`src/dspfc_pkg.sv`:
```
`default_nettype none
package dspfc_pkg;
  localparam int ADDR_W = 8;
  localparam int DATA_W = 32;
  localparam int NPORT = 2;
  localparam int PORT_TERM = 0;
  localparam int PORT_COMP = 1;
  localparam int CHAR_W = 8;
  localparam logic [2:0] BIT_LAST = 3'h7;
  // Register map
  localparam logic [ADDR_W-1:0] A_CTRL = 8'h00;
  localparam logic [ADDR_W-1:0] A_XCHR = 8'h04;
  localparam logic [ADDR_W-1:0] A_STREAM = 8'h08;
  localparam logic [ADDR_W-1:0] A_PORT_T = 8'h10;
  localparam logic [ADDR_W-1:0] A_PORT_C = 8'h20;
  localparam logic [ADDR_W-1:0] O_CFG = 8'h00;
  localparam logic [ADDR_W-1:0] O_DATA = 8'h04;
  localparam logic [ADDR_W-1:0] O_STAT = 8'h08;
  // Control and flow character fields
  localparam int C_OWNER = 0;
  localparam int C_HANDOVER = 1;
  localparam int F_XON = 0;
  localparam int F_XOFF = 8;
  localparam logic [CHAR_W-1:0] XON_DEF = 8'h11;
  localparam logic [CHAR_W-1:0] XOFF_DEF = 8'h13;
  // Port setting fields
  localparam int F_DIV = 0;
  localparam int DIV_W = 16;
  localparam int F_STOP2 = 16;
  localparam int F_PAR = 17;
  localparam int F_SEVEN = 19;
  localparam int F_SWFC = 20;
  localparam int F_CTS_OFF = 21;
  localparam logic [DATA_W-1:0] CFG_MASK = 32'h003F_FFFF;
  localparam int CLK_HZ = 10_000_000;
  localparam int BAUD_DEF = 9600;
  localparam logic [DIV_W-1:0] DIV_DEF = DIV_W'(CLK_HZ / BAUD_DEF);
  localparam logic [DATA_W-1:0] CFG_RST = (32'h1 << F_SWFC) | DATA_W'(DIV_DEF);
  // Status fields
  localparam int S_CNT = 0;
  localparam int S_TXFULL = 8;
  localparam int S_TXBUSY = 9;
  localparam int S_PERR = 10;
  localparam int S_FERR = 11;
  localparam int S_OVR = 12;
  localparam int S_RTS = 13;
  localparam int S_CTS = 14;
  localparam int S_PAUSED = 15;
  localparam int S_HELD = 16;
  localparam int S_OWNER = 17;
  localparam logic [1:0] PAR_NONE = 2'h0;
  localparam logic [1:0] PAR_EVEN = 2'h1;
  localparam logic [1:0] PAR_ODD = 2'h2;

  typedef enum logic [2:0] {
    SER_IDLE = 3'h0,
    SER_START = 3'h1,
    SER_DATA = 3'h3,
    SER_PAR = 3'h2,
    SER_STOP = 3'h6
  } dspfc_ser_type;

  function automatic logic par_bit(input logic [CHAR_W-1:0] d, input logic [1:0] m);
    return (m == PAR_ODD) ? ~^d : ^d;
  endfunction

  function automatic logic has_par(input logic [1:0] m);
    return (m == PAR_EVEN) || (m == PAR_ODD);
  endfunction

  function automatic logic [ADDR_W-1:0] port_base(input int p);
    return (p == PORT_COMP) ? A_PORT_C : A_PORT_T;
  endfunction
endpackage
`default_nettype wire

```
`src/dspfc_ser_if.sv`:
```
`default_nettype none
interface dspfc_ser_if;
  logic [dspfc_pkg::DIV_W-1:0] div;
  logic stop2;
  logic [1:0] par;
  logic seven;
  logic tx_go;
  logic [dspfc_pkg::CHAR_W-1:0] tx_byte;
  logic tx_busy;
  logic rx_stb;
  logic [dspfc_pkg::CHAR_W-1:0] rx_byte;
  logic rx_perr;
  logic rx_ferr;
  modport ctl(output div, stop2, par, seven, tx_go, tx_byte,
              input tx_busy, rx_stb, rx_byte, rx_perr, rx_ferr);
  modport eng(input div, stop2, par, seven, tx_go, tx_byte,
              output tx_busy, rx_stb, rx_byte, rx_perr, rx_ferr);
endinterface
`default_nettype wire

```
`src/dspfc_top.sv`:
```
// Decided for this implementation: the register offsets and the strobed register port.
`default_nettype none
// What this block does
// - Each port keeps own baud, length
// - Exactly one controlling port, handover by command
// - Commands both ports, hex stream computer only
// - Start bit then eight data bits
// - Stop bit count set per port
// - Parity sent and checked per port
// - Request-to-send high while not paused and below pause level
// - Start transmit only while clear-to-send high
// - Clear-to-send absent means transmit allowed
// - Resume DC1, pause DC3 by default
// - Pause when nearly full, resume when empty
// - Computer receive buffer holds 64 characters
// - Pause sent at eight buffered characters
// - Request-to-send follows pause and resume
module dspfc_top #(
  parameter int RX_DEPTH = 64,
  parameter int XOFF_LVL = 8
) (
  // Clock and reset
  input wire logic i_clk,
  input wire logic i_rst,
  // Register port
  input wire logic [dspfc_pkg::ADDR_W-1:0] i_addr,
  input wire logic [dspfc_pkg::DATA_W-1:0] i_wdata,
  input wire logic i_wr,
  input wire logic i_rd,
  output logic [dspfc_pkg::DATA_W-1:0] o_rdata,
  // Serial lines, bit 0 terminal, bit 1 computer
  input wire logic [dspfc_pkg::NPORT-1:0] i_rxd,
  output logic [dspfc_pkg::NPORT-1:0] o_txd,
  output logic [dspfc_pkg::NPORT-1:0] o_rts,
  input wire logic [dspfc_pkg::NPORT-1:0] i_cts,
  // Controlling port
  output logic o_owner
);
  import dspfc_pkg::*;
  localparam int PW = $clog2(RX_DEPTH);
  localparam logic [PW:0] LVL = (PW + 1)'(XOFF_LVL);
  localparam logic [PW:0] FULLC = (PW + 1)'(RX_DEPTH);

  if (RX_DEPTH < 2 || (1 << PW) != RX_DEPTH || XOFF_LVL < 1
      || XOFF_LVL >= RX_DEPTH) begin : g_bad_param
    $error("dspfc_top: buffer depth or pause level not usable");
  end

  logic owner, next_owner;
  logic [CHAR_W-1:0] xon_chr, next_xon_chr;
  logic [CHAR_W-1:0] xoff_chr, next_xoff_chr;
  logic [DATA_W-1:0] rdata, next_rdata;
  logic [DATA_W-1:0] cfg_v [NPORT];
  logic [DATA_W-1:0] stat_v [NPORT];
  logic [CHAR_W-1:0] head_v [NPORT];

  // Shared control registers
  always_comb begin
    next_owner = owner;
    next_xon_chr = xon_chr;
    next_xoff_chr = xoff_chr;
    // single owner bit, toggled on handover
    if (i_wr && i_addr == A_CTRL && i_wdata[C_HANDOVER]) begin
      next_owner = ~owner;
    end
    if (i_wr && i_addr == A_XCHR) begin
      next_xon_chr = i_wdata[F_XON +: CHAR_W];
      next_xoff_chr = i_wdata[F_XOFF +: CHAR_W];
    end
  end

  always_ff @(posedge i_clk) begin
    if (i_rst) begin
      owner <= 1'b0;
      xon_chr <= XON_DEF;
      xoff_chr <= XOFF_DEF;
    end else begin
      owner <= next_owner;
      xon_chr <= next_xon_chr;
      xoff_chr <= next_xoff_chr;
    end
  end

  assign o_owner = owner;

  // Read path, data valid the cycle after the strobe
  always_comb begin
    next_rdata = '0;
    if (i_rd) begin
      if (i_addr == A_CTRL) begin
        next_rdata = DATA_W'(owner) << C_OWNER;
      end else if (i_addr == A_XCHR) begin
        next_rdata = (DATA_W'(xoff_chr) << F_XOFF) | (DATA_W'(xon_chr) << F_XON);
      end
      for (int p = 0; p < NPORT; p++) begin
        if (i_addr == port_base(p) + O_CFG) begin
          next_rdata = cfg_v[p];
        end
        if (i_addr == port_base(p) + O_DATA) begin
          next_rdata = DATA_W'(head_v[p]);
        end
        if (i_addr == port_base(p) + O_STAT) begin
          next_rdata = stat_v[p];
        end
      end
    end
  end

  always_ff @(posedge i_clk) begin
    if (i_rst) begin
      rdata <= '0;
    end else begin
      rdata <= next_rdata;
    end
  end

  assign o_rdata = rdata;

  for (genvar p = 0; p < NPORT; p++) begin : g_port
    localparam logic [ADDR_W-1:0] BASE = port_base(p);
    dspfc_ser_if sif ();
    logic [DATA_W-1:0] cfg, next_cfg;
    logic hold_full, next_hold_full;
    logic [CHAR_W-1:0] hold_byte, next_hold_byte;
    logic [CHAR_W-1:0] mem [RX_DEPTH];
    logic [PW-1:0] wp, next_wp, rp, next_rp;
    logic [PW:0] cnt, next_cnt;
    logic paused, next_paused;
    logic held, next_held;
    logic perr, next_perr, ferr, next_ferr, ovr, next_ovr;
    logic rts, next_rts, go, next_go;
    logic [CHAR_W-1:0] go_byte, next_go_byte;
    logic wr_cfg, wr_dat, rd_dat, rd_stat;
    logic push, pop, is_xon, is_xoff, flow_chr, cts_ok, tx_free;

    always_comb begin
      wr_cfg = i_wr && i_addr == BASE + O_CFG;
      // stream register feeds computer port only
      wr_dat = i_wr && (i_addr == BASE + O_DATA
               || (p == PORT_COMP && i_addr == A_STREAM));
      rd_dat = i_rd && i_addr == BASE + O_DATA;
      rd_stat = i_rd && i_addr == BASE + O_STAT;
      is_xon = cfg[F_SWFC] && sif.rx_byte == xon_chr;
      is_xoff = cfg[F_SWFC] && sif.rx_byte == xoff_chr;
      flow_chr = is_xon || is_xoff;
      // ignore the pin when told it is absent
      cts_ok = i_cts[p] || cfg[F_CTS_OFF];
      tx_free = !go && !sif.tx_busy && cts_ok;
      pop = rd_dat && cnt != '0;
      push = sif.rx_stb && !flow_chr && (cnt != FULLC || pop);

      next_cfg = wr_cfg ? (i_wdata & CFG_MASK) : cfg;
      next_wp = push ? wp + 1'b1 : wp;
      next_rp = pop ? rp + 1'b1 : rp;
      next_cnt = cnt;
      if (push && !pop) begin
        next_cnt = cnt + 1'b1;
      end else if (pop && !push) begin
        next_cnt = cnt - 1'b1;
      end

      // Sticky errors; a new error beats the read clear
      next_perr = (perr && !rd_stat) || (sif.rx_stb && sif.rx_perr);
      next_ferr = (ferr && !rd_stat) || (sif.rx_stb && sif.rx_ferr);
      next_ovr = (ovr && !rd_stat) || (sif.rx_stb && !flow_chr && !push);

      // Far end pausing us
      next_held = held;
      if (sif.rx_stb && is_xoff) begin
        next_held = 1'b1;
      end else if (sif.rx_stb && is_xon) begin
        next_held = 1'b0;
      end
      if (!cfg[F_SWFC]) begin
        next_held = 1'b0;
      end

      next_hold_full = hold_full;
      next_hold_byte = hold_byte;
      if (wr_dat && !hold_full) begin
        next_hold_full = 1'b1;
        next_hold_byte = i_wdata[CHAR_W-1:0];
      end

      // Flow characters go ahead of data
      next_go = 1'b0;
      next_go_byte = go_byte;
      next_paused = paused;
      if (!cfg[F_SWFC]) begin
        if (!paused && cnt >= LVL) begin
          next_paused = 1'b1;
        end else if (paused && cnt == '0) begin
          next_paused = 1'b0;
        end
      end
      if (tx_free) begin
        // pause at once when nearly full
        if (cfg[F_SWFC] && !paused && cnt >= LVL) begin
          next_go = 1'b1;
          next_go_byte = xoff_chr;
          next_paused = 1'b1;
        end else if (cfg[F_SWFC] && paused && cnt == '0) begin
          next_go = 1'b1;
          next_go_byte = xon_chr;
          next_paused = 1'b0;
        end else if (hold_full && !held) begin
          next_go = 1'b1;
          next_go_byte = hold_byte;
          next_hold_full = 1'b0;
        end
      end

      next_rts = !(next_paused || next_cnt >= LVL);
    end

    always_ff @(posedge i_clk) begin
      if (push) begin
        mem[wp] <= sif.rx_byte;
      end
    end

    always_ff @(posedge i_clk) begin
      if (i_rst) begin
        cfg <= CFG_RST;
        hold_full <= 1'b0;
        hold_byte <= '0;
        wp <= '0;
        rp <= '0;
        cnt <= '0;
        paused <= 1'b0;
        held <= 1'b0;
        perr <= 1'b0;
        ferr <= 1'b0;
        ovr <= 1'b0;
        rts <= 1'b1;
        go <= 1'b0;
        go_byte <= '0;
      end else begin
        cfg <= next_cfg;
        hold_full <= next_hold_full;
        hold_byte <= next_hold_byte;
        wp <= next_wp;
        rp <= next_rp;
        cnt <= next_cnt;
        paused <= next_paused;
        held <= next_held;
        perr <= next_perr;
        ferr <= next_ferr;
        ovr <= next_ovr;
        rts <= next_rts;
        go <= next_go;
        go_byte <= next_go_byte;
      end
    end

    assign sif.div = cfg[F_DIV +: DIV_W];
    assign sif.stop2 = cfg[F_STOP2];
    assign sif.par = cfg[F_PAR +: 2];
    assign sif.seven = cfg[F_SEVEN];
    assign sif.tx_go = go;
    assign sif.tx_byte = go_byte;

    dspfc_serdes u_ser (
      .i_clk(i_clk),
      .i_rst(i_rst),
      .s(sif),
      .i_rxd(i_rxd[p]),
      .o_txd(o_txd[p])
    );

    assign o_rts[p] = rts;
    assign cfg_v[p] = cfg;
    assign head_v[p] = mem[rp];
    assign stat_v[p] = (DATA_W'(cnt) << S_CNT)
                     | (DATA_W'(hold_full) << S_TXFULL)
                     | (DATA_W'(sif.tx_busy) << S_TXBUSY)
                     | (DATA_W'(perr) << S_PERR)
                     | (DATA_W'(ferr) << S_FERR)
                     | (DATA_W'(ovr) << S_OVR)
                     | (DATA_W'(rts) << S_RTS)
                     | (DATA_W'(i_cts[p]) << S_CTS)
                     | (DATA_W'(paused) << S_PAUSED)
                     | (DATA_W'(held) << S_HELD)
                     | (DATA_W'(owner == 1'(p)) << S_OWNER);
  end
endmodule
`default_nettype wire

```
`src/dspfc_serdes.sv`:
```
`default_nettype none
module dspfc_serdes (
  // Clock and reset
  input wire logic i_clk,
  input wire logic i_rst,
  // Settings and characters
  dspfc_ser_if.eng s,
  // Line
  input wire logic i_rxd,
  output logic o_txd
);
  import dspfc_pkg::*;
  localparam logic [DIV_W-1:0] ONE = DIV_W'(1);
  dspfc_ser_type t_st, next_t_st, r_st, next_r_st;
  logic [DIV_W-1:0] t_cnt, next_t_cnt, r_cnt, next_r_cnt;
  logic [2:0] t_bit, next_t_bit, r_bit, next_r_bit;
  logic [CHAR_W-1:0] t_sh, next_t_sh, r_sh, next_r_sh;
  logic t_stop, next_t_stop, txd, next_txd;
  logic stb, next_stb, perr, next_perr, ferr, next_ferr;
  logic t_tick, r_tick;

  always_comb begin
    t_tick = (t_cnt == '0);
    next_t_st = t_st;
    next_t_cnt = t_cnt;
    next_t_bit = t_bit;
    next_t_sh = t_sh;
    next_t_stop = t_stop;
    next_txd = txd;
    if (t_st != SER_IDLE) begin
      next_t_cnt = t_tick ? s.div - ONE : t_cnt - ONE;
    end
    case (t_st)
      // start bit, then eight data bits
      SER_IDLE: if (s.tx_go) begin
        next_t_st = SER_START;
        next_t_cnt = s.div - ONE;
        next_t_bit = '0;
        next_t_sh = s.seven ? {1'b0, s.tx_byte[CHAR_W-2:0]} : s.tx_byte;
        next_txd = 1'b0;
      end
      SER_START: if (t_tick) begin
        next_t_st = SER_DATA;
        next_txd = t_sh[0];
      end
      SER_DATA: if (t_tick) begin
        next_t_bit = t_bit + 1'b1;
        next_txd = t_sh[t_bit + 1'b1];
        if (t_bit == BIT_LAST) begin
          if (has_par(s.par)) begin
            next_t_st = SER_PAR;
            next_txd = par_bit(t_sh, s.par);
          end else begin
            next_t_st = SER_STOP;
            next_txd = 1'b1;
            next_t_stop = s.stop2;
          end
        end
      end
      SER_PAR: if (t_tick) begin
        next_t_st = SER_STOP;
        next_txd = 1'b1;
        next_t_stop = s.stop2;
      end
      SER_STOP: if (t_tick) begin
        if (t_stop) begin
          next_t_stop = 1'b0;
        end else begin
          next_t_st = SER_IDLE;
        end
      end
      default: begin
        next_t_st = SER_IDLE;
        next_txd = 1'b1;
      end
    endcase
  end

  always_comb begin
    r_tick = (r_cnt == '0);
    next_r_st = r_st;
    next_r_cnt = r_cnt;
    next_r_bit = r_bit;
    next_r_sh = r_sh;
    next_stb = 1'b0;
    next_perr = perr;
    next_ferr = ferr;
    if (r_st != SER_IDLE) begin
      next_r_cnt = r_tick ? s.div - ONE : r_cnt - ONE;
    end
    case (r_st)
      // Half a bit to land mid-cell; one less for the detect cycle
      SER_IDLE: if (!i_rxd) begin
        next_r_st = SER_START;
        next_r_cnt = (s.div >> 1) - ONE;
      end
      SER_START: if (r_tick) begin
        next_r_st = i_rxd ? SER_IDLE : SER_DATA;
        next_r_bit = '0;
        next_perr = 1'b0;
      end
      SER_DATA: if (r_tick) begin
        next_r_sh[r_bit] = i_rxd;
        next_r_bit = r_bit + 1'b1;
        if (r_bit == BIT_LAST) begin
          next_r_st = has_par(s.par) ? SER_PAR : SER_STOP;
        end
      end
      SER_PAR: if (r_tick) begin
        next_perr = (i_rxd != par_bit(r_sh, s.par));
        next_r_st = SER_STOP;
      end
      SER_STOP: if (r_tick) begin
        next_stb = 1'b1;
        next_ferr = !i_rxd;
        next_r_st = SER_IDLE;
      end
      default: next_r_st = SER_IDLE;
    endcase
  end

  always_ff @(posedge i_clk) begin
    if (i_rst) begin
      t_st <= SER_IDLE;
      t_cnt <= '0;
      t_bit <= '0;
      t_sh <= '0;
      t_stop <= 1'b0;
      txd <= 1'b1;
      r_st <= SER_IDLE;
      r_cnt <= '0;
      r_bit <= '0;
      r_sh <= '0;
      stb <= 1'b0;
      perr <= 1'b0;
      ferr <= 1'b0;
    end else begin
      t_st <= next_t_st;
      t_cnt <= next_t_cnt;
      t_bit <= next_t_bit;
      t_sh <= next_t_sh;
      t_stop <= next_t_stop;
      txd <= next_txd;
      r_st <= next_r_st;
      r_cnt <= next_r_cnt;
      r_bit <= next_r_bit;
      r_sh <= next_r_sh;
      stb <= next_stb;
      perr <= next_perr;
      ferr <= next_ferr;
    end
  end

  assign o_txd = txd;
  assign s.tx_busy = (t_st != SER_IDLE);
  assign s.rx_stb = stb;
  assign s.rx_byte = s.seven ? {1'b0, r_sh[CHAR_W-2:0]} : r_sh;
  assign s.rx_perr = perr;
  assign s.rx_ferr = ferr;
endmodule
`default_nettype wire

```
`config.mk`:
```
export PLATFORM = sky130hd
export DESIGN_NAME = dspfc_top
export DESIGN_NICKNAME = d
export VERILOG_FILES = /design/src/dspfc_pkg.sv /design/src/dspfc_ser_if.sv /design/src/dspfc_top.sv /design/src/dspfc_serdes.sv
export SDC_FILE = /design/constraint.sdc
export NUM_CORES = 2
export LEC_CHECK = 0
export ABC_CLOCK_PERIOD_IN_PS = 12500
export BUFFER_PORTS_ARGS = -buffer_cell sky130_fd_sc_hd__clkbuf_2
export CORE_MARGIN = 5
export CORE_UTILIZATION = 44
export CTS_CLUSTER_SIZE = 30
export DETAILED_ROUTE_END_ITERATION = 16
export REMOVE_ABC_BUFFERS = 1
export SYNTH_ARGS = -nofsm -noshare
export SYNTH_HDL_FRONTEND = slang
export SYNTH_SLANG_ARGS = --single-unit
export TNS_END_PERCENT = 20
```
`constraint.sdc`:
```
create_clock -name i_clk -period 12.5 [get_ports i_clk]
set_input_delay 0.625 -clock i_clk [delete_from_list [all_inputs] [get_ports i_clk]]
set_output_delay 0.625 -clock i_clk [all_outputs]
set_load 0.005 [all_outputs]
```
==> flow_summary.toml <==
[global_route]
track_usage_pct = 20.7
grt_pass1_vias = 31902
grt_pass1_wl_um = 211000
grt_overflow = 0
antenna_found_initial = 10
grt_max_degree = 79

[place]
gp_congestion = 0.832
portBuffers = 64
dpl.hpwl_um = 89200

[synth]
synthesis.area_um2 = 56500
synth-seq-area-share_pct = 65.5
synth_flop_cell = "edfxtp_1"
synth.distinct_cells = 85
synth.avg_cell_area_um2 = 14.5
synth_edf_count = 1024
yosysWarningCount = 0
synth-seq-cells = 1335
synth-async-reset-ratio_pct = 0
synthCells = 3906

[run_status]
status = "finished clean"

[critical_path]
cp_max_fo = 9
cp-startpoint = "i_addr[4]"
end_kind = "register"
crit_family = "simple AND/OR/NAND/NOR gates"
cp_cell_sequence = "clkbuf_2 > or4b_1 > nor2_2 > a2111oi_0 > buf_4 > nor4_1 > nand3b_1 > nor2_1"
r2r_end = "o_rdata[0]"
cp_num_buf_inv = 2
cp.arrival_ns = 4.83
reg2regPathDepth = 8
start_kind = "input port"
cp.depth = 8
cpMaxStageDelayCell = "nor2_1"
rrSetupSlack_ns = 8.08
path_class = "input port to register"
worstPathRequired_ns = 12.88
slowest_delay_ns = 0.91

[routing]
finalWirelength_um = 142000
drc = 0
via_per_inst = 5.88
dr_wl_met2_um = 65200
drt.antenna.violating_nets = 0
firstDrtPassIters = 6
routed.top_layer = "met5"
route.met3.wl_um = 9890
vias = 33370
drt_first_iter_violations = 3578
wl_per_cell_um = 25.0
wl_met1_um = 63600

[timing]
hold_viol_final = 0
finalSetupViolations = 0
fin_crit_ns = 4.46
period_share_pct = 35.6
timing.hold.ws_ns = 0.0893
rsz0062_at_grt = "false"
slew_violations = 0
setup_tns_ns = 0
finClkSkew_ns = 0.0367
worstMarginPinSlew_ns = 1.22
relSlewSlack_pct = 18.1
fmax_mhz = 224

[floorplan]
fp-row-count = 131
dieArea_um2 = 136000
initial_core_util_pct = 44.3
core-area_um2 = 128000
die_w_um = 368
io-pin-count = 85
die_h_um = 368

[finish]
multiInputGateArea_um2 = 18300
finish.utilization_pct = 49.3
fillers = 10859
drive_above_1_share_pct = 16.6
nets = 3976
seq_area_um2 = 37000
syn_to_final_growth_pct = 11.3

[min_path]
hold-path-cell-count = 3
hold_class = "input port to register"
hp-start = "i_wdata[21]"
min_to = "g_port[0].cfg[21]"

[cts]
root_buffer = "clkbuf_16"
cts.sinks = 1335
cts_max_level = 4
clk_latency_ns = 0.77
cts_setup_buffers = 0
clk_pin_slew_worst_paths_ns = 0.06
hold_buffers = 0
clockBufferDepth = 3
cts.repair.resized = 0
cts_buffers = 141
cts_tree = "done"

[power_and_ir_drop]
p_total_uw = 9970
vdd_ir_drop_max_v = 0.000171
power_density_nw_per_um2 = 159
leakagePower_uw = 0.0204

[flow_run]
cap_viol_max_count = 0
worst max-delay path by stage:
stage | endpoint | slack [ns]
2_1_floorplan | o_rdata[1] | 5.59
3_3_place_gp | g_port[1].mem[3][3] | 7.52
3_5_place_dp | g_port[1].mem[33][0] | 7.40
4_1_cts | o_rdata[0] | 7.97
5_1_grt | o_rdata[0] | 7.91
6_report | g_port[1].mem[25][4] | 8.04
per-stage QoR:
stage / cell area [µm²] / instances / setup slack, ns
6_report: 62900 / 5678 / 8.04
2_1_floorplan: 55400 / 3640 / 5.59
4_1_cts: 62800 / 5671 / 7.97
3_3_place_gp: 58200 / 5415 / 7.52
5_1_grt: 62800 / 5674 / 7.91
3_5_place_dp: 58200 / 5415 / 7.40
power breakdown:
group | leakage, µW | switching [µW] | internal (µW)
Sequential | 0.0125 | 84.0 | 4780
Combinational | 0.00566 | 567 | 344
Clock | 0.00224 | 1750 | 2450
Total | 0.0204 | 2410 | 7570
routing by layer:
layer  global-route usage, %  vias to the layer above
met4                    6.14                        4
met1                    30.6                    17004
met3                    3.67                      199
met5                       0                        -
met2                    31.4                     1157
li1                        -                    15006
sequential cells by signal, indices dropped and copies added (netlist names), 8 cells and up, named ones only:
signal / flops
g_port.cfg: 44
g_port.cnt: 14
g_port.go_byte: 16
g_port.hold_byte: 16
g_port.mem: 1024
g_port.rp: 12
g_port.u_ser.r_cnt: 32
g_port.u_ser.r_sh: 16
g_port.u_ser.t_cnt: 32
g_port.u_ser.t_sh: 16
g_port.wp: 12
o_rdata: 22
xoff_chr: 8
xon_chr: 8
cells by family after synthesis:
| kind of cell | count (synthesis) | synth area share, % |
|---|---|---|
| simple gates | 1076 | 8.86 |
| mux | 380 | 13.3 |
| xor+xnor | 165 | 2.61 |
| buf+inv | 322 | 2.30 |
| flops | 1335 | 65.5 |
| other cells | 1 | 0.00664 |
| fa+ha+maj | 32 | 0.709 |
| compound gates | 595 | 6.77 |
layout make-up:
| class | count | area share, % |
|---|---|---|
| tap | 1662 | 3.31 |
| antenna | 7 | 0.0279 |
| clock inverter | 77 | 1.31 |
| timing repair buffer | 113 | 1.11 |
| sequential | 1335 | 58.9 |
| inverter | 47 | 0.281 |
| clock buffer | 179 | 6.02 |
| multi-input combinational | 2258 | 29.1 |
tightest hold or removal path, cell delays in order:
cell	delay, ns
clkbuf_2	0.09
nand2_1	0.05
a21oi_1	0.05
cells in the mapped netlist, types with 14 or more instances:
cell type	n	area, µm²
nor4_1	28	175
nand2_1	365	1370
edfxtp_1	1024	30700
dfxtp_1	311	6230
xor2_1	58	508
nand4_1	22	138
nor2_1	352	1320
o211ai_1	24	180
a221oi_1	22	193
ha_1	32	400
nand2b_1	16	100
buf_1	29	109
a22o_1	20	175
buf_4	14	105
clkbuf_1	202	758
a211oi_1	27	203
nand3b_1	22	165
mux4_2	295	6640
mux2i_1	84	841
and3_1	22	138
nand3_1	62	310
inv_1	47	176
nor2b_1	17	106
o21ai_0	101	505
xnor2_1	105	920
a21oi_1	218	1090
or3_1	28	175
nor3_1	59	295
a22oi_1	74	556
buf_2	30	150
placed cells by master (no fill, tap or decap), drive strengths merged, types with 49 or more instances in the layout:
master  Yosys  layout
nor2      354     354
clkbuf    202     243
xor2       58      58
o21ai     101     101
nand2     365     365
xnor2     105     105
a21oi     219     219
mux4      295     295
buf        73      49
inv        47      58
nand3      62      62
nor3       61      61
dfxtp     311     311
edfxtp   1024    1024
a22oi      74      74
mux2i      84      84
No activity file was read; power rests on OpenSTA's default activity.
